`src/rtl/psbs_pkg.sv`:
```
package psbs_pkg;
  // path widths
  localparam int AD_W   = 64;  // full address/data path
  localparam int AD_W32 = 32;  // lanes used in 32-bit mode
  localparam int CK_W   = 8;   // parity lanes
  localparam int CK_W32 = 4;   // parity lanes in 32-bit mode
  localparam int CMD_W  = 9;   // command / data identifier
  localparam int TAG_W  = 3;   // request tag
  // strap levels
  localparam logic WIDTH_64      = 1'b1;  // width_select high: 64 bits
  localparam logic UNORDERED_LVL = 1'b0;  // return select low: out-of-order
  // reset values of active-low outputs
  localparam logic DEASSERT_N = 1'b1;  // idle level of every _n line
  // command field: bit 8 set marks a data identifier
  localparam int CMD_DATA_BIT = 8;
  // bus ownership states
  typedef enum logic [1:0] {
    PSBS_MASTER  = 2'b00,  // cpu owns the bus, idle
    PSBS_ISSUE   = 2'b01,  // cpu drives a request cycle
    PSBS_RELEASE = 2'b11,  // handing the bus over
    PSBS_SLAVE   = 2'b10   // agent owns the bus
  } psbs_state_t;
endpackage

```
`src/rtl/psbs_lane_mask.sv`:
```
// masks the path and its parity down to the lanes in use for the chosen width
module psbs_lane_mask
  import psbs_pkg::*;
(
  input  wire logic            wide,      // high: 64-bit mode
  input  wire logic [AD_W-1:0] ad_in,     // raw data
  output      logic [AD_W-1:0] ad_out,    // masked data
  output      logic [CK_W-1:0] par_out    // even parity per byte lane, masked
);
  // one parity bit per byte lane; upper lanes forced low in 32-bit mode
  // masking lives here so data and parity can never disagree on width
  genvar g;
  generate
    for (g = 0; g < CK_W; g++)
    begin : g_lane
      if (g < CK_W32)
      begin : g_lo
        assign ad_out[g*8 +: 8] = ad_in[g*8 +: 8];
        assign par_out[g]       = ^ad_in[g*8 +: 8];
      end
      else
      begin : g_hi
        assign ad_out[g*8 +: 8] = wide ? ad_in[g*8 +: 8] : 8'h00;
        assign par_out[g]       = ^ad_out[g*8 +: 8];
      end
    end
  endgenerate
endmodule

```
`src/rtl/psbs_core.sv`:
```
// Functional notes
// - 64-bit path, lower half in 32-bit mode
// - byte parity, data cycles, four lanes narrow
// - nine-bit command/data identifier path both ways
// - cpu tag valid with its valid strobe in out-of-order mode
// - cpu strobe marks exactly its valid cycles
// - release pulse hands bus to agent
// - pending output while request waits
// - hash-marked lines are active low
module psbs_core
  import psbs_pkg::*;
(
  input  wire logic             sys_clk,                 // system clock
  input  wire logic             sys_rst,                 // sync reset, high
  // configuration straps
  input  wire logic             width_select,            // 1: 64-bit bus
  input  wire logic             unordered_return_sel_n,  // 0: out-of-order
  // address/data path, split three-state
  input  wire logic [AD_W-1:0]  addr_data_bus_i,         // pin level
  output      logic [AD_W-1:0]  addr_data_bus_o,         // driven value
  output      logic             addr_data_bus_oe,        // high while driving
  input  wire logic [CK_W-1:0]  parity_check_bus_i,      // pin level
  output      logic [CK_W-1:0]  parity_check_bus_o,      // driven parity
  output      logic             parity_check_bus_oe,     // high while driving
  input  wire logic [CMD_W-1:0] command_id_bus_i,        // pin level
  output      logic [CMD_W-1:0] command_id_bus_o,        // driven id
  output      logic             command_id_bus_oe,       // high while driving
  input  wire logic [TAG_W-1:0] request_tag_bus_i,       // pin level
  output      logic [TAG_W-1:0] request_tag_bus_o,       // driven tag
  output      logic             request_tag_bus_oe,      // high while driving
  // handshake pins
  input  wire logic             agent_valid_n,           // agent strobe
  output      logic             cpu_valid_n,             // cpu strobe
  input  wire logic             read_accept_n,           // agent takes reads
  input  wire logic             write_accept_n,          // agent takes writes
  input  wire logic             agent_bus_request_n,     // agent wants bus
  output      logic             release_n,               // bus handed over
  output      logic             cpu_pending_n,           // request waiting
  // core-side request port
  input  wire logic             req_valid,               // new request
  input  wire logic             req_write,               // 1 write, 0 read
  input  wire logic [AD_W-1:0]  req_addr_data,           // request word
  input  wire logic [CMD_W-1:0] req_cmd,                 // request command
  input  wire logic [TAG_W-1:0] req_tag,                 // request tag
  output      logic             req_ready,               // request slot free
  // core-side receive port
  output      logic             rx_valid,                // agent word seen
  output      logic [AD_W-1:0]  rx_addr_data,            // masked word
  output      logic [CMD_W-1:0] rx_cmd,                  // received id
  output      logic [TAG_W-1:0] rx_tag,                  // received tag
  output      logic             rx_parity_err            // data parity bad
);

  psbs_state_t state_q;                // ownership state
  logic        wide_q;                 // latched width mode
  logic        unord_q;                // latched out-of-order mode
  logic        strap_done_q;           // straps taken after reset
  logic        hold_q;                 // request held in slot
  logic        hold_wr_q;              // held request is a write
  logic [AD_W-1:0]  hold_ad_q;         // held word
  logic [CMD_W-1:0] hold_cmd_q;        // held command
  logic [TAG_W-1:0] hold_tag_q;        // held tag
  logic [AD_W-1:0]  ad_mask;           // lane mask for width
  logic [CK_W-1:0]  tx_par;            // parity of outgoing word
  logic [CK_W-1:0]  rx_par;            // parity of incoming word
  logic        accept_ok;              // matching ready asserted
  logic        agent_req;              // agent asks for bus
  logic        issue;                  // request goes out this cycle

  assign ad_mask   = wide_q ? {AD_W{1'b1}} : {{AD_W32{1'b0}}, {AD_W32{1'b1}}};
  // active-low accept and bus-request inputs decoded once here; agent strobe decoded in the capture block
  assign accept_ok = hold_wr_q ? ~write_accept_n : ~read_accept_n;
  assign agent_req = ~agent_bus_request_n;
  // issue only while master and the agent can accept the kind
  assign issue     = hold_q && accept_ok && state_q == PSBS_MASTER
                     && !agent_req && strap_done_q;

  // parity generators share the lane masking
  psbs_lane_mask u_txpar (
    .wide    (wide_q),
    .ad_in   (hold_ad_q & ad_mask),
    .ad_out  (),
    .par_out (tx_par)
  );
  psbs_lane_mask u_rxpar (
    .wide    (wide_q),
    .ad_in   (addr_data_bus_i & ad_mask),
    .ad_out  (),
    .par_out (rx_par)
  );

  // straps caught at the first edge after reset release, then frozen
  always_ff @(posedge sys_clk)
  begin
    if (sys_rst)
    begin
      strap_done_q <= 1'b0;
      wide_q       <= 1'b0;
      unord_q      <= 1'b0;
    end
    else if (!strap_done_q)
    begin
      strap_done_q <= 1'b1;
      wide_q       <= (width_select == WIDTH_64);
      unord_q      <= (unordered_return_sel_n == UNORDERED_LVL);
    end
  end

  // one-deep request slot; core may only load when empty
  always_ff @(posedge sys_clk)
  begin
    if (sys_rst)
    begin
      hold_q     <= 1'b0;
      hold_wr_q  <= 1'b0;
      hold_ad_q  <= '0;
      hold_cmd_q <= '0;
      hold_tag_q <= '0;
    end
    else if (issue)
    begin
      hold_q <= 1'b0;
    end
    else if (req_valid && !hold_q)
    begin
      hold_q     <= 1'b1;
      hold_wr_q  <= req_write;
      hold_ad_q  <= req_addr_data;
      hold_cmd_q <= req_cmd;
      hold_tag_q <= req_tag;
    end
  end

  // ownership: master, issue cycle, release, slave
  always_ff @(posedge sys_clk)
  begin
    if (sys_rst)
      state_q <= PSBS_MASTER;
    else
    begin
      case (state_q)
        PSBS_MASTER:
        begin
          if (issue)
            state_q <= PSBS_ISSUE;
          else if (agent_req && strap_done_q)
            state_q <= PSBS_RELEASE;
        end
        PSBS_ISSUE:
        begin
          state_q <= agent_req ? PSBS_RELEASE : PSBS_MASTER;
        end
        PSBS_RELEASE:
          state_q <= PSBS_SLAVE;
        PSBS_SLAVE:
        begin
          // bus returns once the agent drops its request
          if (!agent_req)
            state_q <= PSBS_MASTER;
        end
        default:
          state_q <= PSBS_MASTER;
      endcase
    end
  end

  // outgoing pins registered; strobe, data, id and tag move together
  always_ff @(posedge sys_clk)
  begin
    if (sys_rst)
    begin
      cpu_valid_n         <= DEASSERT_N;
      addr_data_bus_o     <= '0;
      parity_check_bus_o  <= '0;
      command_id_bus_o    <= '0;
      request_tag_bus_o   <= '0;
    end
    else
    begin
      cpu_valid_n <= ~issue;
      if (issue)
      begin
        addr_data_bus_o    <= hold_ad_q & ad_mask;
        parity_check_bus_o <= hold_cmd_q[CMD_DATA_BIT] ? tx_par : '0;
        command_id_bus_o   <= hold_cmd_q;
        request_tag_bus_o  <= unord_q ? hold_tag_q : '0;
      end
    end
  end

  // drivers on only while the cpu owns the bus; off from release on
  always_ff @(posedge sys_clk)
  begin
    if (sys_rst)
    begin
      addr_data_bus_oe    <= 1'b0;
      parity_check_bus_oe <= 1'b0;
      command_id_bus_oe   <= 1'b0;
      request_tag_bus_oe  <= 1'b0;
    end
    else
    begin
      addr_data_bus_oe    <= issue;
      parity_check_bus_oe <= issue;
      command_id_bus_oe   <= issue;
      request_tag_bus_oe  <= issue && unord_q;
    end
  end

  // release strobe and pending flag
  always_ff @(posedge sys_clk)
  begin
    if (sys_rst)
    begin
      release_n     <= DEASSERT_N;
      cpu_pending_n <= DEASSERT_N;
      req_ready     <= 1'b0;
    end
    else
    begin
      release_n     <= ~(state_q != PSBS_RELEASE && (state_q == PSBS_MASTER
                       || state_q == PSBS_ISSUE) && !issue && agent_req
                       && strap_done_q);
      cpu_pending_n <= ~(hold_q && !issue);
      // slot free next cycle when empty and not loading, or emptying
      req_ready     <= strap_done_q && (issue || !(hold_q || req_valid));
    end
  end

  // capture agent cycles; ignored while the cpu drives the bus
  always_ff @(posedge sys_clk)
  begin
    if (sys_rst)
    begin
      rx_valid      <= 1'b0;
      rx_addr_data  <= '0;
      rx_cmd        <= '0;
      rx_tag        <= '0;
      rx_parity_err <= 1'b0;
    end
    else
    begin
      rx_valid <= ~agent_valid_n && !addr_data_bus_oe;
      if (~agent_valid_n && !addr_data_bus_oe)
      begin
        rx_addr_data  <= addr_data_bus_i & ad_mask;
        rx_cmd        <= command_id_bus_i;
        rx_tag        <= unord_q ? request_tag_bus_i : '0;
        rx_parity_err <= command_id_bus_i[CMD_DATA_BIT]
                         && (rx_par != (parity_check_bus_i & (wide_q ? 8'hff : 8'h0f)));
      end
    end
  end
endmodule

```
`config.mk`:
```
export PLATFORM = sky130hd
export DESIGN_NAME = psbs_core
export DESIGN_NICKNAME = d
export VERILOG_FILES = /design/src/rtl/psbs_pkg.sv /design/src/rtl/psbs_lane_mask.sv /design/src/rtl/psbs_core.sv
export SDC_FILE = /design/constraint.sdc
export NUM_CORES = 1
export LEC_CHECK = 0
export CELL_PAD_IN_SITES_DETAIL_PLACEMENT = 0
export CELL_PAD_IN_SITES_GLOBAL_PLACEMENT = 1
export CORE_MARGIN = 2
export CORE_UTILIZATION = 36
export CTS_CLUSTER_DIAMETER = 200
export DETAILED_ROUTE_END_ITERATION = 16
export DONT_BUFFER_PORTS = 1
export PLACE_DENSITY_LB_ADDON = 0.15
export SETUP_SLACK_MARGIN = 0.02
export SYNTH_ARGS = -nofsm -noshare
export SYNTH_HDL_FRONTEND = slang
export SYNTH_SLANG_ARGS = --single-unit
```
`constraint.sdc`:
```
create_clock -name sys_clk -period 2.19 [get_ports sys_clk]
set_clock_uncertainty 0.15 [all_clocks]
set_input_delay 0.438 -clock sys_clk [delete_from_list [all_inputs] [get_ports sys_clk]]
set_output_delay 0.438 -clock sys_clk [all_outputs]
set_load 0.005 [all_outputs]
```
==> impl_metrics.ini, run 1 <==
[status]
status = finished with violations
violations = negative hold slack

[place]
dpl_cell_area_um2 = 10000
gp_congestion = 0.747
portBuffers = 0
dpl.hpwl_um = 18600
post-place-cells = 1465
pre_cts_ws_ps = -47.3

[setup_path]
worstPathArrival_ps = 2460
cpPeakStageDelay_ps = 580
criticalPathCategory = reg -> reg
critical_path.cell_chain = mux2i_1 -> buf_4 -> nand4_1 -> buf_4 -> buf_12 -> nand2_1 -> a21oi_1 -> dlygate4sd3_1
path_max_fanout = 14
crit_family = buffers and inverters
path_buf_inv = 4
cp.required_ps = 2470
cp_common_cell = buf_4
end_kind = flop
critPathLaunchType = flop
cp_slowest_cell = dlygate4sd3_1

[min_path]
hp-class = in -> reg

[timing]
min_period_over_period_pct = 99.6
tightest_slew_ps = 499
hold_viol_final = 57
period_needed_ps = 2180
rsz0062_at_grt = yes
setup_viol = 0
max_freq_ghz = 0.459
drv_slew = 0
setup_slack_ps = 9.63
max-slew-margin-rel_pct = 66.7
hold_slack_ps = -170
setup_tns_ps = 0

[layout]
post-route-util_pct = 47.3
layout.cells.non_filler = 1672
n_antenna_cell = 0
area_delta_synth_final_pct = 29.8
finalInstanceArea_um2 = 12600
drive_gt1_share_pct = 7.21
nets = 1479

[pwr]
power.density_nw_per_um2 = 865
irDropWorstVdd_uv = 534
leakagePower_uw = 0.00487

[yosys]
synth_area_leaders = dfxtp_1 52%, nand2_1 15%, a21oi_1 12%, xnor2_1 7.8%, nand3_1 3.8%
syn_area_um2 = 9730
synthDistinctLibCells = 32
yosysTopAreaCell = dfxtp_1
synth-seq-area-share_pct = 51.7
synth_commonest_cells = 386 x nand2_1, 251 x dfxtp_1, 230 x a21oi_1
syn_area_per_cell_um2 = 8.15
syn_nets = 1364
ys_ff_latch = 251
yosysMostFrequentCell = nand2_1
synth_flop_cell = dfxtp_1
synth_edf_count = 0
yosys_warnings = 0
yosys.area.top_type_share_pct = 51.7
ys_async_sr_fraction_pct = 0
synth_cells = 1194

[clock_network]
numCtsBuffers = 29
cts_sinks = 251
cts_root_buf = clkbuf_16
clkTransAtPathRegs_ps = 60
htree_levels = 1
cts_buffer_depth = 3
clock_latency_ps = 540
cts_tree = built

[floorplanning]
coreArea_um2 = 26700
die_w_um = 168
num_io_pins = 340
die_h_um = 168
rows = 60
dieArea_um2 = 28400
initial_core_util_pct = 36.4

[global_route]
overflow = 0
antenna_found_initial = 0
grt_max_degree = 247
grt_use_total_pct = 19.8
grt_pass1_wl_um = 45000
grt_pass1_vias = 7899

[routing]
route.detailed.drc = 0
vias_per_cell = 4.96
num_vias = 8298
ant_nets = 0
wire_per_inst_um = 18.4
drtIter0Drc = 478
routed_wl_um = 30700
drt_pre_antenna_iters = 5

[flow_run]
drv_cap = 0
[stage by stage]
| stage | total power [uW] | hold slack, ps |
|---|---|---|
| after floorplan | 5680 | 247 |
| after global placement | 5860 | 290 |
| after detailed placement | 5870 | 293 |
| after CTS | 11000 | -198 |
| after global routing | 11400 | -200 |
| final | 10900 | -170 |
[layer usage]
layer | part of all wire [%] | routed length [um] | up-vias | global-route usage, %
met5 | 0 | 0 | - | 0
met4 | 1.8 | 543 | 0 | 4.72
met3 | 10 | 3120 | 41 | 7.66
met2 | 48 | 14600 | 278 | 33.7
met1 | 41 | 12500 | 3852 | 23.6
li1 | - | - | 4127 | -
[area by class of cell]
class / instances / area, um^2
multi-input cells: 849 / 4370
clock inverters: 11 / 140
inverters: 3 / 11.3
well taps: 341 / 427
clock buffers: 42 / 855
flip-flops and latches: 251 / 5030
fillers: 2732 / 14100
repair buffers: 175 / 1800
[kinds of logic after synthesis]
family                 share of synthesized area, %
XOR/XNOR                                       11.1
AND/OR/NAND/NOR                                20.2
AO/OA/AOI/OAI                                  13.1
multiplexers                                  0.206
buffers and inverters                          3.74
flip-flops                                     51.7
[sequential cells by signal (all words and copies together) (netlist names), 2 cells and up]
name / cells
addr_data_bus_o: 64
hold_ad_q: 64
rx_addr_data: 64
command_id_bus_o: 9
hold_cmd_q: 9
rx_cmd: 9
parity_check_bus_o: 8
hold_tag_q: 3
request_tag_bus_o: 3
rx_tag: 3
state_q: 2
[cells in the final DEF (no fill, tap or decap), types with 8 or more instances in the layout]
cell,netlist,routed
xnor2_1,87,87
a22oi_1,8,8
nor2_1,16,15
buf_4,2,22
nand2_1,386,384
a21oi_1,230,230
nand3_1,73,73
clkbuf_16,0,32
xor2_1,19,19
dfxtp_1,251,248
clkbuf_8,0,8
dlygate4sd3_1,0,138
[final timing paths]
check                                   from                                to  slack [ps]  cells past startpoint
setup / recovery      hold_wr_q$_SDFFE_PP0P_  addr_data_bus_o[53]$_SDFFE_PP0P_          10                      8
hold / removal                       sys_rst  addr_data_bus_o[23]$_SDFFE_PP0P_        -170                      1
setup reg to reg      hold_wr_q$_SDFFE_PP0P_  addr_data_bus_o[53]$_SDFFE_PP0P_          10                      8
hold reg to reg   hold_cmd_q[0]$_SDFFE_PP0P_  command_id_bus_o[0]$_SDFFE_PP0P_         300                      2
[timing repair]
action / in CTS / in global routing
gates resized for setup: 0 / 13
endpoints found under the setup margin: 0 / 40
endpoints found under the hold margin: 249 / 135
hold buffers: 121 / 25
buffers inserted: 0 / 9
[power breakdown]
part | total (uW) | internal (uW) | switching [uW]
sequential | 4860 | 4720 | 140
combinational | 1080 | 589 | 494
clock | 4980 | 3050 | 1930
total | 10900 | 8360 | 2560
Note: power is estimated with default switching activity, not from simulation.
==> run 2: changes to the inputs <==
clock period = 2.75 ns   (was 2.19 ns; I/O delays follow)
==> run 2 against run 1 <==
Effect of this change:
- the flow now finishes without violations
- clock power shrank 27%
- sequential power shrank 20%
- first-iteration DRC count shrank 12%
- sequential share of layout area shrank 0.74 points
- non-clock buffer count grew 37
- cell area grew 1.8%
- critical endpoint is now addr_data_bus_o[33]$_SDFFE_PP0P_
- critical path depth shrank 2
- hold slack gained 190 ps
- setup slack gained 200 ps
- combinational power shrank 18%
==> impl_metrics.ini, run 2 (same netlist as run 1, synthesis figures left out) <==
[timing]
rsz0062_at_grt = no
hold_viol_final = 0
drv_slew = 0
setup_tns_ps = 0
tightest_slew_ps = 738
period_needed_ps = 2540
max_freq_ghz = 0.393
setup_viol = 0
max-slew-margin-rel_pct = 50.8
min_period_over_period_pct = 92.5

[floorplanning]
die_w_um = 168
num_io_pins = 340
dieArea_um2 = 28400
coreArea_um2 = 26700
rows = 60
initial_core_util_pct = 36.4
die_h_um = 168

[global_route]
grt_max_degree = 135
antenna_found_initial = 1
grt_pass1_wl_um = 46700
grt_use_total_pct = 20.5
overflow = 0
grt_pass1_vias = 8449

[routing]
vias_per_cell = 4.96
drt_pre_antenna_iters = 4
routed_wl_um = 30000
drtIter0Drc = 419
route.detailed.drc = 0
wire_per_inst_um = 17.6
ant_nets = 0
num_vias = 8449

[clock_network]
holdBufCountCts = 198
htree_levels = 1
clkTransAtPathRegs_ps = 60
cts_root_buf = clkbuf_16
cts_resized = 0
numCtsBuffers = 28
cts_tree = built
cts_setup_buffers = 0
cts_sinks = 251
cts_buffer_depth = 3
clock_latency_ps = 540

[setup_path]
criticalPathCategory = reg -> reg
crit_family = buffers and inverters
rr_endpoint = addr_data_bus_o[33]$_SDFFE_PP0P_
cp_slowest_cell = dlygate4sd3_1
crit_cells = 6
cp.required_ps = 3080
end_kind = flop
path_buf_inv = 2
cpPeakStageDelay_ps = 560
worstPathArrival_ps = 2870
critPathLaunchType = flop
r2r.worst_path.cells = 6
r2r_start = hold_wr_q$_SDFFE_PP0P_
r2r_slack_ps = 210
critical_path.cell_chain = mux2i_1 -> and4_4 -> buf_4 -> nand3_1 -> a21oi_1 -> dlygate4sd3_1
path_max_fanout = 27

[layout]
fillers = 2690
post-route-util_pct = 48.1
nets = 1515
area_delta_synth_final_pct = 32.2
register_area_um2 = 5030
finalInstanceArea_um2 = 12900
top_regs = addr_data_bus_o (64), hold_ad_q (64), rx_addr_data (64)
n_antenna_cell = 0
drive_gt1_share_pct = 4.77
multi_input_area_um2 = 4360
final_cell_mix = 386 x nand2_1, 250 x dfxtp_1, 230 x a21oi_1
final_common_cell = nand2_1
layout.cells.non_filler = 1703

[place]
dpl.hpwl_um = 18500
dpl_cell_area_um2 = 9980
post-place-cells = 1458
portBuffers = 0
gp_congestion = 0.737

[min_path]
hold_path_depth = 2
hold_end = hold_ad_q[36]$_SDFFE_PP0P_
hp-class = in -> reg
hold_start = req_addr_data[36]

[pwr]
irDropWorstVdd_uv = 354
leakagePower_uw = 0.00492
power.density_nw_per_um2 = 653

[status]
status = complete, no violations

[flow_run]
drv_cap = 0
## run 2: cell types whose count changed in the layout (fill, tap and decap cells not counted), sizes merged
cell	delta
dlygate4sd3	+59
buf	-17
clkbuf	-4
bufinv	-2
dlymetal6s4s	-2
clkinv	-1
clkinvlp	-1
inv	-1
## run 2: where the power goes
part | leakage, uW | internal (uW) | switching [uW]
combinational | 0.00243 | 463 | 421
clock | 0.000441 | 2160 | 1480
sequential | 0.00205 | 3760 | 112
total | 0.00492 | 6380 | 2020
## run 2: worst register-to-register path, delay by kind of cell, from the launching register on
| kind | cells | cell delay (ps) |
|---|---|---|
| compound gates | 1 | 170 |
| flops | 1 | 340 |
| buf+inv | 2 | 920 |
| simple gates | 2 | 550 |
| mux | 1 | 350 |
## run 2: worst max path at each step
stage / slack, ps / end / start
3_5_place_dp: 410 / rx_parity_err$_SDFFE_PP0P_ / addr_data_bus_i[52]
2_1_floorplan: 580 / rx_parity_err$_SDFFE_PP0P_ / addr_data_bus_i[52]
4_1_cts: 180 / addr_data_bus_o[34]$_SDFFE_PP0P_ / hold_wr_q$_SDFFE_PP0P_
5_1_grt: 30 / addr_data_bus_o[34]$_SDFFE_PP0P_ / hold_wr_q$_SDFFE_PP0P_
6_report: 210 / addr_data_bus_o[33]$_SDFFE_PP0P_ / hold_wr_q$_SDFFE_PP0P_
3_3_place_gp: 410 / rx_parity_err$_SDFFE_PP0P_ / addr_data_bus_i[52]
## run 2: stage by stage
| step | hold WS [ps] | total power [uW] | setup WS [ps] |
|---|---|---|---|
| CTS | 3.84 | 8530 | 182 |
| global placement | 287 | 4650 | 410 |
| floorplan | 247 | 4520 | 580 |
| detailed placement | 292 | 4660 | 410 |
| global route | 18.3 | 8770 | 32.7 |
| finish | 21.1 | 8400 | 207 |
## run 2: layout make-up
type / count / area share, %
inverter: 3 / 0.0875
clock buffer: 41 / 6.46
timing repair buffer: 212 / 16.8
multi-input combinational: 849 / 33.9
clock inverter: 6 / 0.428
sequential: 251 / 39.1
tap: 341 / 3.32
## run 2: metal layers
| layer | part of all wire, % | track usage, % | wire length, um |
|---|---|---|---|
| met1 | 39 | 23.8 | 11700 |
| met2 | 48 | 35.1 | 14400 |
| met5 | 0.050 | 0 | 15 |
| met4 | 2.3 | 5.58 | 695 |
| met3 | 11 | 7.85 | 3180 |
